===== config.mk =====
export PLATFORM = sky130hd
export DESIGN_NAME = sru_bank_flat
export DESIGN_NICKNAME = d
export VERILOG_FILES = /design/src/logic/sru_pkg.sv /design/src/logic/sru_if.sv /design/src/logic/sru_bank.sv /design/src/flat_wrapper.sv
export SDC_FILE = /design/constraint.sdc
export NUM_CORES = 1
export LEC_CHECK = 0
export ABC_AREA = 1
export BUFFER_PORTS_ARGS = -buffer_cell sky130_fd_sc_hd__buf_2
export CAP_MARGIN = 20
export CORE_MARGIN = 2
export CORE_UTILIZATION = 51
export DETAILED_ROUTE_END_ITERATION = 10
export PLACE_DENSITY = 0.85
export SETUP_SLACK_MARGIN = 0.1
export SYNTH_ARGS = -nofsm -noshare
export SYNTH_HDL_FRONTEND = slang
export SYNTH_SLANG_ARGS = --single-unit
export TNS_END_PERCENT = 1

===== constraint.sdc =====
create_clock -name clock_i -period 1.9 [get_ports clock_i]
set_input_delay 0 -clock clock_i [delete_from_list [all_inputs] [get_ports clock_i]]
set_output_delay 0 -clock clock_i [all_outputs]
set_load 0.05 [all_outputs]

===== src/logic/sru_pkg.sv =====
// Constants and types for the secured register unlock block
package sru_pkg;
  localparam int DW = 16;
  localparam int AW = 3;
  // Register select codes on the access bus
  localparam logic [2:0] SEL_SYSCFG = 3'h0;
  localparam logic [2:0] SEL_SLEEP = 3'h1;
  localparam logic [2:0] SEL_CLKGEN = 3'h2;
  localparam logic [2:0] SEL_PERDIS = 3'h3;
  localparam logic [2:0] SEL_RSTCFG = 3'h4;
  localparam int NREG = 5;
  // Unlock field position in the clock generation register
  localparam int UNL_LSB = 0;
  localparam int UNL_W = 4;
  localparam logic [3:0] UNL_RST = 4'h0;
  localparam logic [3:0] UNL_STEP1 = 4'h9;
  localparam logic [3:0] UNL_STEP2 = 4'h3;
  localparam logic [3:0] UNL_STEP3 = 4'h7;
  localparam logic [15:0] REG_RST = 16'h0000;
  localparam logic [2:0] EXT_COUNT = 3'h4;
  // Instruction class that marks each write
  typedef enum logic [1:0] {
    CLS_MOVE = 2'h0,
    CLS_RMW = 2'h1,
    CLS_BIT = 2'h2
  } sru_cls_t;
endpackage : sru_pkg


===== src/logic/sru_if.sv =====
// Access channel between CPU core and secured register bank
interface sru_if;
  import sru_pkg::*;
  logic wr;
  logic rd;
  logic [AW-1:0] sel;
  logic [DW-1:0] wdata;
  logic [1:0] cls;
  logic ext;
  logic end_of_init_instruction;
  logic [DW-1:0] rdata;
  modport dev (input wr, input rd, input sel, input wdata, input cls,
    input ext, input end_of_init_instruction, output rdata);
  modport cpu (output wr, output rd, output sel, output wdata,
    output cls, output ext, output end_of_init_instruction, input rdata);
endinterface : sru_if


===== src/logic/sru_bank.sv =====
// Secured register bank with lock and unlock sequence tracking
module sru_bank (
  input wire logic clock_i,
  input wire logic nrst_i,
  sru_if.dev bus,
  output logic locked_o,
  output logic [3:0] step_o,
  output logic [sru_pkg::DW-1:0] sleep_o,
  output logic [sru_pkg::DW-1:0] clkgen_o,
  output logic [sru_pkg::DW-1:0] perdis_o,
  output logic [sru_pkg::DW-1:0] rstcfg_o,
  output logic [sru_pkg::DW-1:0] syscfg_o
);
  import sru_pkg::*;

  typedef enum logic [3:0] {
    ST_IDLE = 4'b0001,
    ST_S1 = 4'b0010,
    ST_S2 = 4'b0100,
    ST_OPEN = 4'b1000
  } sru_st_t;

  //////////////////////////////////////////////////////////////////////
  sru_st_t st_ff, nxt_st;
  logic init_done_ff;
  logic [DW-1:0] regs_ff [NREG];

  function automatic logic is_secured(input logic [AW-1:0] s);
    is_secured = (s == SEL_SLEEP) || (s == SEL_CLKGEN) ||
      (s == SEL_PERDIS) || (s == SEL_RSTCFG);
  endfunction : is_secured

  wire logic wr_unl = bus.wr && bus.sel == SEL_CLKGEN;
  wire logic [3:0] unl_val = bus.wdata[UNL_LSB +: UNL_W];
  wire logic is_open = st_ff == ST_OPEN;
  // Any secured write, the clock generation register included, consumes the grant
  wire logic sec_wr = bus.wr && is_secured(bus.sel);
  wire logic step_wr = wr_unl && !is_open;
  wire logic grant = is_open && bus.ext;
  wire logic full_ok = !init_done_ff || grant;
  wire logic succ = sec_wr && grant && init_done_ff;

  //////////////////////////////////////////////////////////////////////
  // Sequence tracker
  always_comb begin
    nxt_st = st_ff;
    // An access outside the range aborts, as does a wrong step write; idle gaps inside it do not
    if ((bus.wr || bus.rd) && !bus.ext) begin
      nxt_st = ST_IDLE;
    end else if (is_open) begin
      if (sec_wr) begin
        nxt_st = ST_IDLE;
      end
    end else if (step_wr) begin
      nxt_st = ST_IDLE;
      unique case (st_ff)
        ST_IDLE: begin
          if (unl_val == UNL_STEP1 && bus.cls == CLS_RMW) begin
            nxt_st = ST_S1;
          end
        end
        ST_S1: begin
          if (unl_val == UNL_STEP2 && bus.cls == CLS_MOVE) begin
            nxt_st = ST_S2;
          end
        end
        ST_S2: begin
          if (unl_val == UNL_STEP3 && bus.cls == CLS_BIT) begin
            nxt_st = ST_OPEN;
          end
        end
        default: nxt_st = ST_IDLE;
      endcase
    end
  end

  always_ff @(posedge clock_i or negedge nrst_i) begin
    if (!nrst_i) begin
      st_ff <= ST_IDLE;
      init_done_ff <= 1'b0;
    end else begin
      st_ff <= nxt_st;
      if (bus.end_of_init_instruction) begin
        init_done_ff <= 1'b1;
      end
    end
  end

  //////////////////////////////////////////////////////////////////////
  // Register storage
  genvar gi;
  generate
    for (gi = 0; gi < NREG; gi++) begin : g_reg
      localparam logic [AW-1:0] SEL = AW'(gi);
      wire logic hit = bus.wr && bus.sel == SEL;
      // Primary config never opened by unlock
      wire logic ok = (SEL == SEL_SYSCFG) ? !init_done_ff : full_ok;
      always_ff @(posedge clock_i or negedge nrst_i) begin
        if (!nrst_i) begin
          regs_ff[gi] <= REG_RST;
        end else if (hit && ok) begin
          regs_ff[gi] <= bus.wdata;
          if (SEL == SEL_CLKGEN && succ) begin
            regs_ff[gi][UNL_LSB +: UNL_W] <= UNL_RST;
          end
        end else if (SEL == SEL_CLKGEN && succ) begin
          regs_ff[gi][UNL_LSB +: UNL_W] <= UNL_RST;
        end else if (SEL == SEL_CLKGEN && hit) begin
          regs_ff[gi][UNL_LSB +: UNL_W] <= unl_val;
        end
      end
    end
  endgenerate

  //////////////////////////////////////////////////////////////////////
  // Unmapped selects read zero
  wire logic [DW-1:0] rd_mux =
    (bus.sel < AW'(NREG)) ? regs_ff[bus.sel] : '0;
  assign bus.rdata = rd_mux;
  assign locked_o = init_done_ff && !is_open;
  assign step_o = st_ff;
  assign syscfg_o = regs_ff[SEL_SYSCFG];
  assign sleep_o = regs_ff[SEL_SLEEP];
  assign clkgen_o = regs_ff[SEL_CLKGEN];
  assign perdis_o = regs_ff[SEL_PERDIS];
  assign rstcfg_o = regs_ff[SEL_RSTCFG];
endmodule : sru_bank


===== src/flat_wrapper.sv =====
// flat-port wrapper written by rule: the top's interface ports become plain ports
module sru_bank_flat import sru_pkg::*;
  (clock_i, nrst_i, locked_o, step_o, sleep_o, clkgen_o, perdis_o, rstcfg_o, syscfg_o, bus_wr, bus_rd, bus_sel, bus_wdata, bus_cls, bus_ext, bus_end_of_init_instruction, bus_rdata);
  sru_if bus_i ();
  input wire logic clock_i;
  input wire logic nrst_i;
  output logic locked_o;
  output logic [3:0] step_o;
  output logic [sru_pkg::DW-1:0] sleep_o;
  output logic [sru_pkg::DW-1:0] clkgen_o;
  output logic [sru_pkg::DW-1:0] perdis_o;
  output logic [sru_pkg::DW-1:0] rstcfg_o;
  output logic [sru_pkg::DW-1:0] syscfg_o;
  input wire logic [$bits(bus_i.wr)-1:0] bus_wr;
  input wire logic [$bits(bus_i.rd)-1:0] bus_rd;
  input wire logic [$bits(bus_i.sel)-1:0] bus_sel;
  input wire logic [$bits(bus_i.wdata)-1:0] bus_wdata;
  input wire logic [$bits(bus_i.cls)-1:0] bus_cls;
  input wire logic [$bits(bus_i.ext)-1:0] bus_ext;
  input wire logic [$bits(bus_i.end_of_init_instruction)-1:0] bus_end_of_init_instruction;
  output wire logic [$bits(bus_i.rdata)-1:0] bus_rdata;
  assign bus_i.wr = bus_wr;
  assign bus_i.rd = bus_rd;
  assign bus_i.sel = bus_sel;
  assign bus_i.wdata = bus_wdata;
  assign bus_i.cls = bus_cls;
  assign bus_i.ext = bus_ext;
  assign bus_i.end_of_init_instruction = bus_end_of_init_instruction;
  assign bus_rdata = bus_i.rdata;
  sru_bank u_core (.clock_i(clock_i), .nrst_i(nrst_i), .bus(bus_i), .locked_o(locked_o), .step_o(step_o), .sleep_o(sleep_o), .clkgen_o(clkgen_o), .perdis_o(perdis_o), .rstcfg_o(rstcfg_o), .syscfg_o(syscfg_o));
endmodule

# Word-level counts from Yosys, hierarchy flattened
# Cells that the tools add are included.
dict set report totals {
  regBits 85
  inputBits 27
  wordCells 74
}
dict set report op_classes {
  magnitude_cmp 2
  eq_ne 14
  n_mux 16
  n_bitwise 1
  reduce_logical 33
}
# cell count
set ops {}
lappend ops {{$bmux W16 S3} 1}
lappend ops {{$mux W16} 3}
lappend ops {{$mux W4} 9}
lappend ops {{$logic_and A1 B1 Y1} 20}
lappend ops {{$pmux W4 S3} 1}
lappend ops {{$eq A4 B2 Y1 const B} 2}
lappend ops {{$eq A4 B3 Y1 const B} 2}
lappend ops {{$eq A4 B4 Y1 const B} 2}
lappend ops {{$eq A3 B2 Y1 const B} 2}
lappend ops {{$reduce_bool A3 Y1} 2}
lappend ops {{$logic_or A1 B1 Y1} 5}
lappend ops {{$eq A4 B1 Y1 const B} 1}
lappend ops {{$ge A4 B4 Y1 const B} 1}
lappend ops {{$not A3 Y4} 1}
lappend ops {{$eq A3 B1 Y1 const B} 1}
lappend ops {{$eq A3 B3 Y1 const B} 1}
lappend ops {{$logic_not A1 Y1} 3}
lappend ops {{$logic_not A3 Y1} 1}
lappend ops {{$lt A3 B3 Y1 const B} 1}
lappend ops {{$mux W3} 1}
lappend ops {{$ne A3 B3 Y1 const B} 1}
lappend ops {{$eq A2 B1 Y1 const B} 1}
lappend ops {{$eq A2 B2 Y1 const B} 1}
lappend ops {{$logic_not A2 Y1} 1}
lappend ops {{other kinds (2)} 2}

# Depth between registers and ports, before layout
# Gate-level depths: netlist of the first run.
dict set report depth {
  ltp_word 9
  depth_mapped 9
}

# Least setup slack after synthesis of the first run
# OpenSTA, ideal clock, no wires.
dict set report synth_path {
  path_type {reg-to-reg}
  from {register u_core.st_ff[2] (netlist: u_core.step_o[2])}
  to {register u_core.regs_ff, in the netlist u_core.perdis_o[10]}
  arrival_time_ps 1566
  required_time_ps 1779
  setup_slack_ps 213
  path_stages_with_launch 10
  n_path_buf 1
  synth_period_minus_slack_ps 1687
  path_cell_list {dfrtp_1 -> inv_1 -> nand2_1 -> nor2_4 -> nand2_4 -> nand2_8 -> nand3_4 -> buf_4 -> nand2_1 -> o21ai_2}
}
dict set report synth_between {
  elab_chain_cells 4
}
# element line
set synth_rtl {}
lappend synth_rtl {{from (decl)} sru_bank.sv:24} ;# sru_st_t st_ff, nxt_st;
lappend synth_rtl {{from (signal assigned)} sru_bank.sv:82} ;# st_ff <= nxt_st;
lappend synth_rtl {{$eq A4 B4 Y1} sru_bank.sv:35} ;# wire logic is_open = st_ff == ST_OPEN;
lappend synth_rtl {{$logic_and A1 B1 Y1} sru_bank.sv:39} ;# wire logic grant = is_open && bus.ext;
lappend synth_rtl {{$logic_or A1 B1 Y1} sru_bank.sv:40} ;# wire logic full_ok = !init_done_ff || grant;
lappend synth_rtl {{$logic_and A1 B1 Y1} sru_bank.sv:101} ;# end else if (hit && ok) begin
lappend synth_rtl {{to (signal, indexed assignment)} sru_bank.sv:102} ;# regs_ff[gi] <= bus.wdata;
lappend synth_rtl {{to (signal, indexed assignment)} sru_bank.sv:109} ;# regs_ff[gi][UNL_LSB +: UNL_W] <= unl_val;
lappend synth_rtl {{to (decl)} sru_bank.sv:26} ;# logic [DW-1:0] regs_ff [NREG];
# No other way between the ends.
# A chain may end at the register's enable or synchronous reset.

# Final worst setup path of the first run
dict set report layout_path {
  from {register u_core.st_ff[2] (netlist: u_core.step_o[2])}
  to {register u_core.regs_ff, in the netlist u_core.perdis_o[12]}
}
# Same word-level chain as after synthesis.

==> results of run 1 <==
[flip-flops by register name, summed over array words and instances (netlist names)]
| signal | cells |
|---|---|
| u_core.rstcfg_o | 16 |
| u_core.init_done_ff | 1 |
| u_core.perdis_o | 16 |
| u_core.sleep_o | 16 |
| u_core.clkgen_o | 16 |
| u_core.syscfg_o | 16 |
| u_core.step_o | 4 |
[layer usage]
layer | part of all wire | vias up | GRT usage
met4 | 0.031 | 0 | 0.1353
met5 | 0 | - | 0
li1 | - | 1935 | -
met2 | 0.50 | 197 | 0.4518
met1 | 0.41 | 1972 | 0.3475
met3 | 0.063 | 28 | 0.03671
[area by class of cell]
type	count	area, sq um
Multi-Input combinational cell	366	1774
Inverter	32	122.6
Clock buffer	12	145.1
Timing Repair Buffer	152	883.3
Sequential cell	85	2128
Fill cell	690	2860
Clock inverter	4	47.55
Tap cell	105	131.4
[synth_stat cells (all sizes together)]
| library cell | count |
|---|---|
| nand2 | 205 |
| clkbuf | 5 |
| clkinv | 1 |
| buf | 18 |
| nor3 | 3 |
| or2 | 1 |
| nand4 | 16 |
| dfrtp | 84 |
| o21ai | 85 |
| dfstp | 1 |
| a21oi | 5 |
| nand3 | 27 |
| nor2 | 23 |
| inv | 31 |
[stage by stage]
| step | utilization | setup slack [ps] | cells | hold slack, ps |
|---|---|---|---|---|
| finish | 0.6466 | 134.5 | 756 | 116.1 |
| global route | 0.6466 | 10.79 | 756 | 138.6 |
| CTS | 0.6444 | 118.4 | 755 | 102.0 |
| detailed placement | 0.5983 | 174.6 | 721 | 10.07 |
| global placement | 0.5983 | 267.0 | 721 | 8.029 |
| floorplan | - | 212.8 | 505 | -295.6 |
[repair_timing]
item,CTS,global route
buffers inserted,0,0
setup endpoints to repair,0,29
hold endpoints to repair,81,0
gates resized for setup,0,1
hold buffers,18,0
[report_power, final]
| group | internal (mW) | switching (mW) |
|---|---|---|
| sequential | 1.89 | 0.0751 |
| combinational | 0.202 | 0.625 |
| clock | 0.640 | 0.621 |
| total | 2.73 | 1.32 |
[kinds of logic (layout without fill, tap and decap cells)]
kind of cell	count (synthesis)	count (layout)
compound gates	90	90
buf+inv	55	200
flops	85	85
simple gates	275	276
[worst max-delay path, delay by kind of cell, from the launching register on]
family                 cells  cell delay, ps
AO/OA/AOI/OAI              1             290
buffers and inverters      1             130
AND/OR/NAND/NOR            5             820
flip-flops                 1             420
[final timing paths]
path,startpoint,end
worst max-delay path,u_core.step_o[2],u_core.perdis_o[12]
worst min-delay path,bus_cls[1],u_core.step_o[1]
worst max register to register,u_core.step_o[2],u_core.perdis_o[12]
worst min register to register,u_core.rstcfg_o[5],u_core.rstcfg_o[5]
max in group asynchronous,nrst_i,u_core.perdis_o[15]
min in group asynchronous,nrst_i,u_core.clkgen_o[6]
==> run metrics, run 1 <==
Setup TNS=0 ps; final slew viol count=0; fin crit period=1766 ps; detailed-placement wirelength estimate=8147 microns; period utilisation layout=0.9292; max cap viols=0; cell leakage power=2.842 nW; clk buf depth=2; Final Routed Wirelength=about 12000 microns; Final Hold Fails=0; Mean Syn Cell Area=between 8 and 9 sq um; YS warnings=0; mux share of post-synthesis cell area=0; share of cells above drive strength 1=0.2965; Vias/cell=~5.5; drt first pass iters=5; XOR/XNOR Fraction of Synth Area=0; Worst-Skew Late Latency=approximately 350 ps; adder-cell share of the synthesized area=0; register bit total from synthesis=85; WL per Instance=15.98 microns; Worst Path Arrival=2020 ps; commonest non-fill, non-tap cell in the layout=nand2_1; Synth area leaders=dfrtp_1 (50%), nand2_1 (18%), o21ai_2 (5.0%), o21ai_1 (4.1%), o21ai_0 (3.2%); clock sink count=85; CP max FO=32; CP Cell Sequence=inv_1 > nand2_1 > nor2_4 > nand2_4 > nand2_8 > nand3_4 > o21ai_1; PwrDens=774.8 nW/um^2; Die X=between 90 and 100 microns; initial antenna violation count=0; die height=roughly 94 microns; critical path required time=~2200 ps; clk_skew=5.266 ps; largest net degree at the start of global routing=46; VDD IR max=~0.43 mV; placed cell area=between 4000 and 5000 sq um; unrepaired setup endpoints after global routing=yes; clock-pin slew on the worst setup and hold paths=around 80 ps; global-route wire length before repair=approximately 19000 microns; area delta synth->final=25.32%; Simple-Gate Fraction of Synth Area=0.2913; CTS tree=yes; Port Buf Inserts=127; core area=8093 sq um; Slowest-stage cell, CP=dfrtp_1; Crit. End Element=register; die area=between 8000 and 9000 sq um; Mapped Cells=between 500 and 600; worst-case reg-to-reg path depth=7; TritonCTS buffer count=9; Setup crit start kind=register; synth unique cells=28; reg-to-reg slack, setup=130 ps; root buf cell=clkbuf_8; worst hold path class=primary input to register; Final Instance Area=5233 sq um; post-route total power=a little over 4 mW; DR vias=4132; Hold Crit Depth=6; area leader, netlist=dfrtp_1; 1st-iter DRT viols=233; Antenna Nets Post-Route=0; layout net count=~670; final setup violation count=0; Setup Crit Path Kind=register to register; DRC=0; worst-margin pin slew=roughly 650 ps; most frequent cells in the layout=nand2_1 (199), buf_2 (126), dfrtp_1 (84); main combinational cell family by area after synthesis=simple AND/OR/NAND/NOR gates; slowest stage delay, CP=420 ps; GRT Total Usage=0.2707; I/O pins=128; GRT Residual Overflow=0; H-tree Lvls=3; routability-driven placement congestion ratio=0.8960; area share of the largest cell type after synthesis=0.5034; Relative slew margins=0.5633; syn_nets=~530; post-synthesis instance area=4175 sq um; Seq/Total Area, Yosys=0.5097; complex-gate fraction of the synthesized area=0.1295; antenna cells=0; initial core utilization=0.5159; FP Rows=33; number of global-route vias before repair=3730; FMAX=566.4 MHz; status=finished, final reports clean
Note: power is estimated with default switching activity, not from simulation.
==> run 2: changes to the inputs <==
Settings changed: CORE_UTILIZATION 51 to 53, CTS_BUF_LIST set to sky130_fd_sc_hd__clkbuf_2 sky130_fd_sc_hd__clkbuf_4 sky130_fd_sc_hd__clkbuf_8, PLACE_DENSITY 0.85 to 0.88, SETUP_SLACK_MARGIN 0.1 to 0.4.
==> run metrics, run 2 (synthesis gave the netlist of run 1 again) <==
Setup Crit Path Kind=register to register (unchanged); Relative slew margins=0.6074 (was 0.5633); die height=92.76 microns (was 94.48 microns); critical path launch point=u_core.step_o[1] (was u_core.step_o[2]); Setup crit start kind=register (unchanged); initial core utilization=0.5431 (was 0.5159); GRT Total Usage=0.2956 (was 0.2707); Worst Path Arrival=1810 ps (was 2020 ps); global-route wire length before repair=19920 microns (was 18640 microns); sequential share of power=0.476 (was 0.485); die area=8603 sq um (was 8926 sq um); worst reg2reg path startpoint=u_core.step_o[1] (was u_core.step_o[2]); Worst Hold End=u_core.sleep_o[15] (was u_core.step_o[1]); Hold Crit Depth=3 (was 6); I/O pins=128 (unchanged); area delta synth->final=31.65% (was 25.32%); worst-margin pin slew=588.8 ps (was 654.3 ps); 1st-iter DRT viols=483 (was 233); core area=7687 sq um (was 8093 sq um); Vias/cell=5.719 (was 5.466); DRC=0 (unchanged); drt first pass iters=7 (was 5); Final Hold Fails=0 (unchanged); largest net degree at the start of global routing=47 (was 46); fin crit period=1571 ps (was 1766 ps); Final Routed Wirelength=13430 microns (was 12080 microns); detailed-placement wirelength estimate=8053 microns (was 8147 microns); Setup TNS=0 ps (unchanged); GRT Residual Overflow=0 (unchanged); worst hold path class=primary input to register (unchanged); layout net count=689 (was 673); VDD IR max=0.4284 mV (was 0.4275 mV); commonest non-fill, non-tap cell in the layout=nand2_1 (unchanged); number of global-route vias before repair=3999 (was 3730); Comb power frac=0.206 (was 0.204); initial antenna violation count=0 (unchanged); clk_skew=12.18 ps (was 5.266 ps); Die X=92.76 microns (was 94.48 microns); Switching Share=0.3303 (was 0.3258); CTS tree=yes (unchanged); Int Power=2.769 mW (was 2.734 mW); Antenna Nets Post-Route=0 (unchanged); FMAX=636.7 MHz (was 566.4 MHz); Worst-Skew Late Latency=360 ps (was 350 ps); root buf cell=clkbuf_8 (unchanged); clock-pin slew on the worst setup and hold paths=90 ps (was 80 ps); worst-case reg-to-reg path depth=9 (was 7); H-tree Lvls=3 (unchanged); final setup violation count=0 (unchanged); WL per Instance=17.46 microns (was 15.98 microns); switching power=1.366 mW (was 1.321 mW); period utilisation layout=0.8266 (was 0.9292); antenna cells=0 (unchanged); RR Endpoint=u_core.perdis_o[15] (was u_core.perdis_o[12]); critical path required time=2140 ps (was 2160 ps); max cap viols=0 (unchanged); clk buf depth=2 (unchanged); cell leakage power=2.937 nW (was 2.842 nW); Crit. End Element=register (unchanged); FP Rows=32 (was 33); Clock power frac=0.318 (was 0.311); final slew viol count=0 (unchanged); unrepaired setup endpoints after global routing=yes (unchanged); routability-driven placement congestion ratio=0.9156 (was 0.8960); CP max FO=8 (was 32); worst hold slack=14.49 ps (was 116.1 ps); DR vias=4398 (was 4132); hold_sp=bus_wdata[15] (was bus_cls[1]); TritonCTS buffer count=9 (unchanged); most frequent cells in the layout=nand2_1 (192), buf_2 (126), dfrtp_1 (81) (was nand2_1 (199), buf_2 (126), dfrtp_1 (84)); Port Buf Inserts=127 (unchanged); clock sink count=85 (unchanged); status=finished, final reports clean (unchanged); share of cells above drive strength 1=0.3388 (was 0.2965); PwrDens=752.2 nW/um^2 (was 774.8 nW/um^2); reg-to-reg slack, setup=330 ps (was 130 ps)
[run 2: cell count changes in the layout (fill, tap and decap cells not counted), sizes merged]
cell | previous run | this run
dlygate4sd3 | 18 | 17
clkbuf | 12 | 14
buf | 134 | 146
nand3 | 28 | 30
nand2 | 205 | 206
[run 2: critical path: stages (launching register included)]
cell and delay (ps):
dfrtp_2 430, nor2_4 140, inv_2 60, nor2_4 130
nand2_4 90, nand2_8 100, buf_12 140, nand3_4 170
nand2_1 150, o21ai_2 70
[run 2: routing by layer]
metal	up-vias	part of all wire	wire length (microns)	global-route usage
met4	0	0.029	384	0.1127
met3	41	0.099	1327	0.04557
met5	-	0	0	0
met2	317	0.49	6585	0.4842
met1	2075	0.38	5132	0.3996
li1	1965	-	-	-
[run 2: power groups by stage]
stage | Sequential [mW] | Combinational, mW | Clock [mW]
final | 1.97 | 0.850 | 1.32
after global routing | 1.98 | 0.904 | 1.39
after CTS | 1.96 | 0.829 | 1.30
after detailed placement | 2.00 | 0.794 | 0
after global placement | 2.00 | 0.778 | 0
after floorplan | 2.27 | 0.262 | 0
[run 2: final cells by class]
cell class	instances	area, sq um
flip-flops and latches	85	2132
fillers	563	2191
repair buffers	165	1046
well taps	102	127.6
inverters	32	123.9
multi-input cells	369	1867
clock buffers	12	152.6
clock inverters	4	47.55
[run 2: what timing repair did]
| item | in CTS | in global routing |
|---|---|---|
| cloned | 2 | 4 |
| hold buffers | 17 | 0 |
| gates resized for setup | 5 | 13 |
| hold endpoints to repair | 76 | 0 |
| pin swaps | 1 | 4 |
| setup buffers | 4 | 6 |
| setup endpoints to repair | 46 | 65 |
[run 2: worst max-delay path by stage]
stage,to,slack (ps)
finish,u_core.perdis_o[15],330
global route,u_core.perdis_o[15],270
CTS,u_core.sleep_o[4],370
detailed placement,u_core.perdis_o[6],220
global placement,u_core.perdis_o[6],280
floorplan,u_core.perdis_o[10],330
[run 2: per-stage QoR]
step                      std cells  utilization  power [mW]  worst slack (ps)  cell area (sq um)
after global placement          720       0.6338       2.775             284.7               4872
after floorplan                 505            -       2.536             325.0               4182
after detailed placement        720       0.6338       2.792             215.5               4872
final                           769       0.7150       4.134             329.4               5497
after global routing            769       0.7150       4.272             267.5               5497
after CTS                       759       0.6914       4.094             372.4               5315
==> run 3: changes to the inputs <==
Settings changed: ABC_AREA 1 to 0, CORE_UTILIZATION 53 to 48, PLACE_DENSITY 0.88 to 0.85.
Clock period 1.9 ns to 1.3 ns, I/O delays scaled along.
==> run metrics, run 3 <==
unrepaired setup endpoints after global routing=yes (unchanged); Post-synth EDFFs=0 (unchanged); Seq/Total Area, Yosys=0.5166 (was 0.5097); register bit total from synthesis=85 (unchanged); Final Hold Fails=0 (unchanged); share of cells above drive strength 1=0.6797 (was 0.3388); global-route wire length before repair=19350 microns (was 19920 microns); antenna cells=0 (unchanged); layout net count=509 (was 689); clock-pin slew on the worst setup and hold paths=80 ps (was 90 ps); worst-margin pin slew=395.0 ps (was 588.8 ps); initial core utilization=0.4989 (was 0.5431); final slew viol count=0 (unchanged); GRT Total Usage=0.2657 (was 0.2956); YS warnings=0 (unchanged); CTS tree=yes (unchanged); Mean Syn Cell Area=14.06 sq um (was 8.268 sq um); Worst-Skew Late Latency=350 ps (was 360 ps); Inst Count DP=556 (was 720); VDD IR max=0.7112 mV (was 0.4284 mV); commonest non-fill, non-tap cell in the layout=dfrtp_1 (was nand2_1); FF/Latch Area=2132 sq um (unchanged); CP max FO=6 (was 8); Worst Path Arrival=2170 ps (was 1810 ps); clock sink count=85 (unchanged); cell leakage power=3.099 nW (was 2.937 nW); DR vias=3330 (was 4398); H-tree Lvls=3 (unchanged); area share of the largest cell type after synthesis=0.5102 (was 0.5034); Fill cells=477 (was 563); most frequent cells after synthesis=dfrtp_1 (84), mux2_2 (69), inv_1 (20), nand2_1 (18), o21ai_0 (17) (was nand2_1 (199), dfrtp_1 (84), o21ai_1 (34), inv_1 (28), o21ai_0 (27)); FMAX=514.3 MHz (was 636.7 MHz); synth unique cells=41 (was 28); number of global-route vias before repair=3597 (was 3999); async set-or-reset flop fraction in the synthesized netlist=1.000 (unchanged); die height=96.65 microns (was 92.76 microns); Final Non-Filler Cells=592 (was 769); WL per Instance=21.08 microns (was 17.46 microns); 1st-iter DRT viols=134 (was 483); worst-case reg-to-reg path depth=6 (was 9); Setup Crit Path Kind=register to register (unchanged); fin crit period=1944 ps (was 1571 ps); largest net degree at the start of global routing=46 (was 47); initial antenna violation count=0 (unchanged); PwrDens=1013 nW/um^2 (was 752.2 nW/um^2); clk buf depth=2 (unchanged); Multi-input gate area=1957 sq um (was 1867 sq um); status=finished, violations left (was finished, final reports clean); Final Routed Wirelength=12480 microns (was 13430 microns); core area=8258 sq um (was 7687 sq um); worst hold path class=primary input to register (unchanged); most frequent cells in the layout=dfrtp_1 (81), buf_6 (65), mux2_2 (61) (was nand2_1 (192), buf_2 (126), dfrtp_1 (81)); clk_skew=12.59 ps (was 12.18 ps); TritonCTS buffer count=9 (unchanged); Die X=96.65 microns (was 92.76 microns); Antenna Nets Post-Route=0 (unchanged); failing checks=setup timing; Relative slew margins=0.7333 (was 0.6074); final setup violation count=101 (was 0); Port Buf Inserts=127 (unchanged); pre-CTS setup slack=-684.3 ps (was 215.5 ps); Crit. End Element=register (unchanged); most common cell in the synthesized netlist=dfrtp_1 (was nand2_1); die area=9341 sq um (was 8603 sq um); GRT Residual Overflow=0 (unchanged); critical path required time=1530 ps (was 2140 ps); Hold Crit Depth=3 (unchanged); DRC=0 (unchanged); drt first pass iters=4 (was 7); Mapped Cells=293 (was 505); routability-driven placement congestion ratio=0.8880 (was 0.9156); root buf cell=clkbuf_8 (unchanged); Vias/cell=5.625 (was 5.719); Synth area leaders=dfrtp_1 (51%), mux2_2 (19%), mux4_2 (8.7%), mux2_4 (3.6%), o21ai_0 (2.1%) (was dfrtp_1 (50%), nand2_1 (18%), o21ai_2 (5.0%), o21ai_1 (4.1%), o21ai_0 (3.2%)); detailed-placement wirelength estimate=8049 microns (was 8053 microns); post-synthesis instance area=4120 sq um (was 4175 sq um); Setup crit start kind=register (unchanged); area leader, netlist=dfrtp_1 (unchanged); Primary FF master, synth=dfrtp_1 (unchanged); syn_nets=320 (was 532); I/O pins=128 (unchanged); Setup WS post-layout=-644.4 ps (was 329.4 ps); FP Rows=33 (was 32); max cap viols=0 (unchanged); period utilisation layout=1.496 (was 0.8266); area delta synth->final=52.44% (was 31.65%)
[run 3: changes by cell type after synthesis, sizes merged, moves of 5 or more]
cell and change:
nand3 -24, mux2i +6, inv -11, mux4 +16, nor2 -15, o21ai -67
nand4 -15, mux2 +79, nand2 -187, a21oi -5, buf -8
[run 3: logic make-up after synthesis]
logic type	after synthesis	share of synthesized area
xor+xnor	2	0.004252
flops	85	0.5166
buf+inv	34	0.04099
compound gates	23	0.03462
simple gates	48	0.07653
mux	101	0.3271
[run 3: area by class of cell]
type	instances	area share
Sequential cell	85	0.3394
Multi-Input combinational cell	175	0.3116
Timing Repair Buffer	191	0.2807
Clock buffer	11	0.02211
Tap cell	105	0.02092
Clock inverter	5	0.01335
Inverter	20	0.01195
[run 3: path summary, 6_finish.rpt]
| path | startpoint | to | slack [ps] |
|---|---|---|---|
| worst max-delay path | u_core.step_o[1] | u_core.clkgen_o[8] | -640 |
| min in group asynchronous | nrst_i | u_core.perdis_o[6] | 120 |
| worst min-delay path | bus_wdata[2] | u_core.clkgen_o[2] | 40 |
| worst max register to register | u_core.step_o[1] | u_core.clkgen_o[8] | -640 |
| max in group asynchronous | nrst_i | u_core.sleep_o[11] | 610 |
| worst min register to register | u_core.perdis_o[2] | u_core.perdis_o[2] | 550 |
[run 3: timing repair]
item                                    in CTS  in global routing
cloned                                       1                  0
pin swaps                                    3                  3
hold buffers                                19                  0
endpoints found under the setup margin     186                186
hold endpoints to repair                   156                  0
setup buffers                                0                  0
resized for setup                          184                 55
[run 3: critical path, stage by stage (launching register included)]
cell,delay (ps)
dfrtp_2,410
or4b_4,540
o21ai_4,210
buf_12,150
nand2_1,70
buf_4,180
mux2_2,270
[run 3: through the flow]
step                        util  area, sq um  hold slack, ps  TNS (ps)  total power, mW
final                     0.7606         6281           37.33    -44090            6.361
after detailed placement  0.6314         5214          -42.70    -43120            4.063
after global routing      0.7606         6281           59.27    -49550            6.569
after global placement    0.6314         5214          -48.77    -40770            4.029
after CTS                 0.7442         6146           1.004    -44570            6.327
after floorplan                -         4123          -295.6    -70860            3.633
[run 3: where the power goes]
group / switching, mW / total [mW] / leakage [nW] / internal [mW]
clock network: 0.952 / 2.09 / 0.107 / 1.13
registers: 0.117 / 2.87 / 1.15 / 2.76
logic: 0.871 / 1.40 / 1.84 / 0.532
[run 3: routing by layer]
| layer | wire [microns] | part of all wire | GRT usage |
|---|---|---|---|
| met3 | 984 | 0.079 | 0.05636 |
| met4 | 197 | 0.016 | 0.09317 |
| met2 | 6560 | 0.53 | 0.4594 |
| met1 | 4738 | 0.38 | 0.3311 |
| met5 | 0 | 0 | 0 |
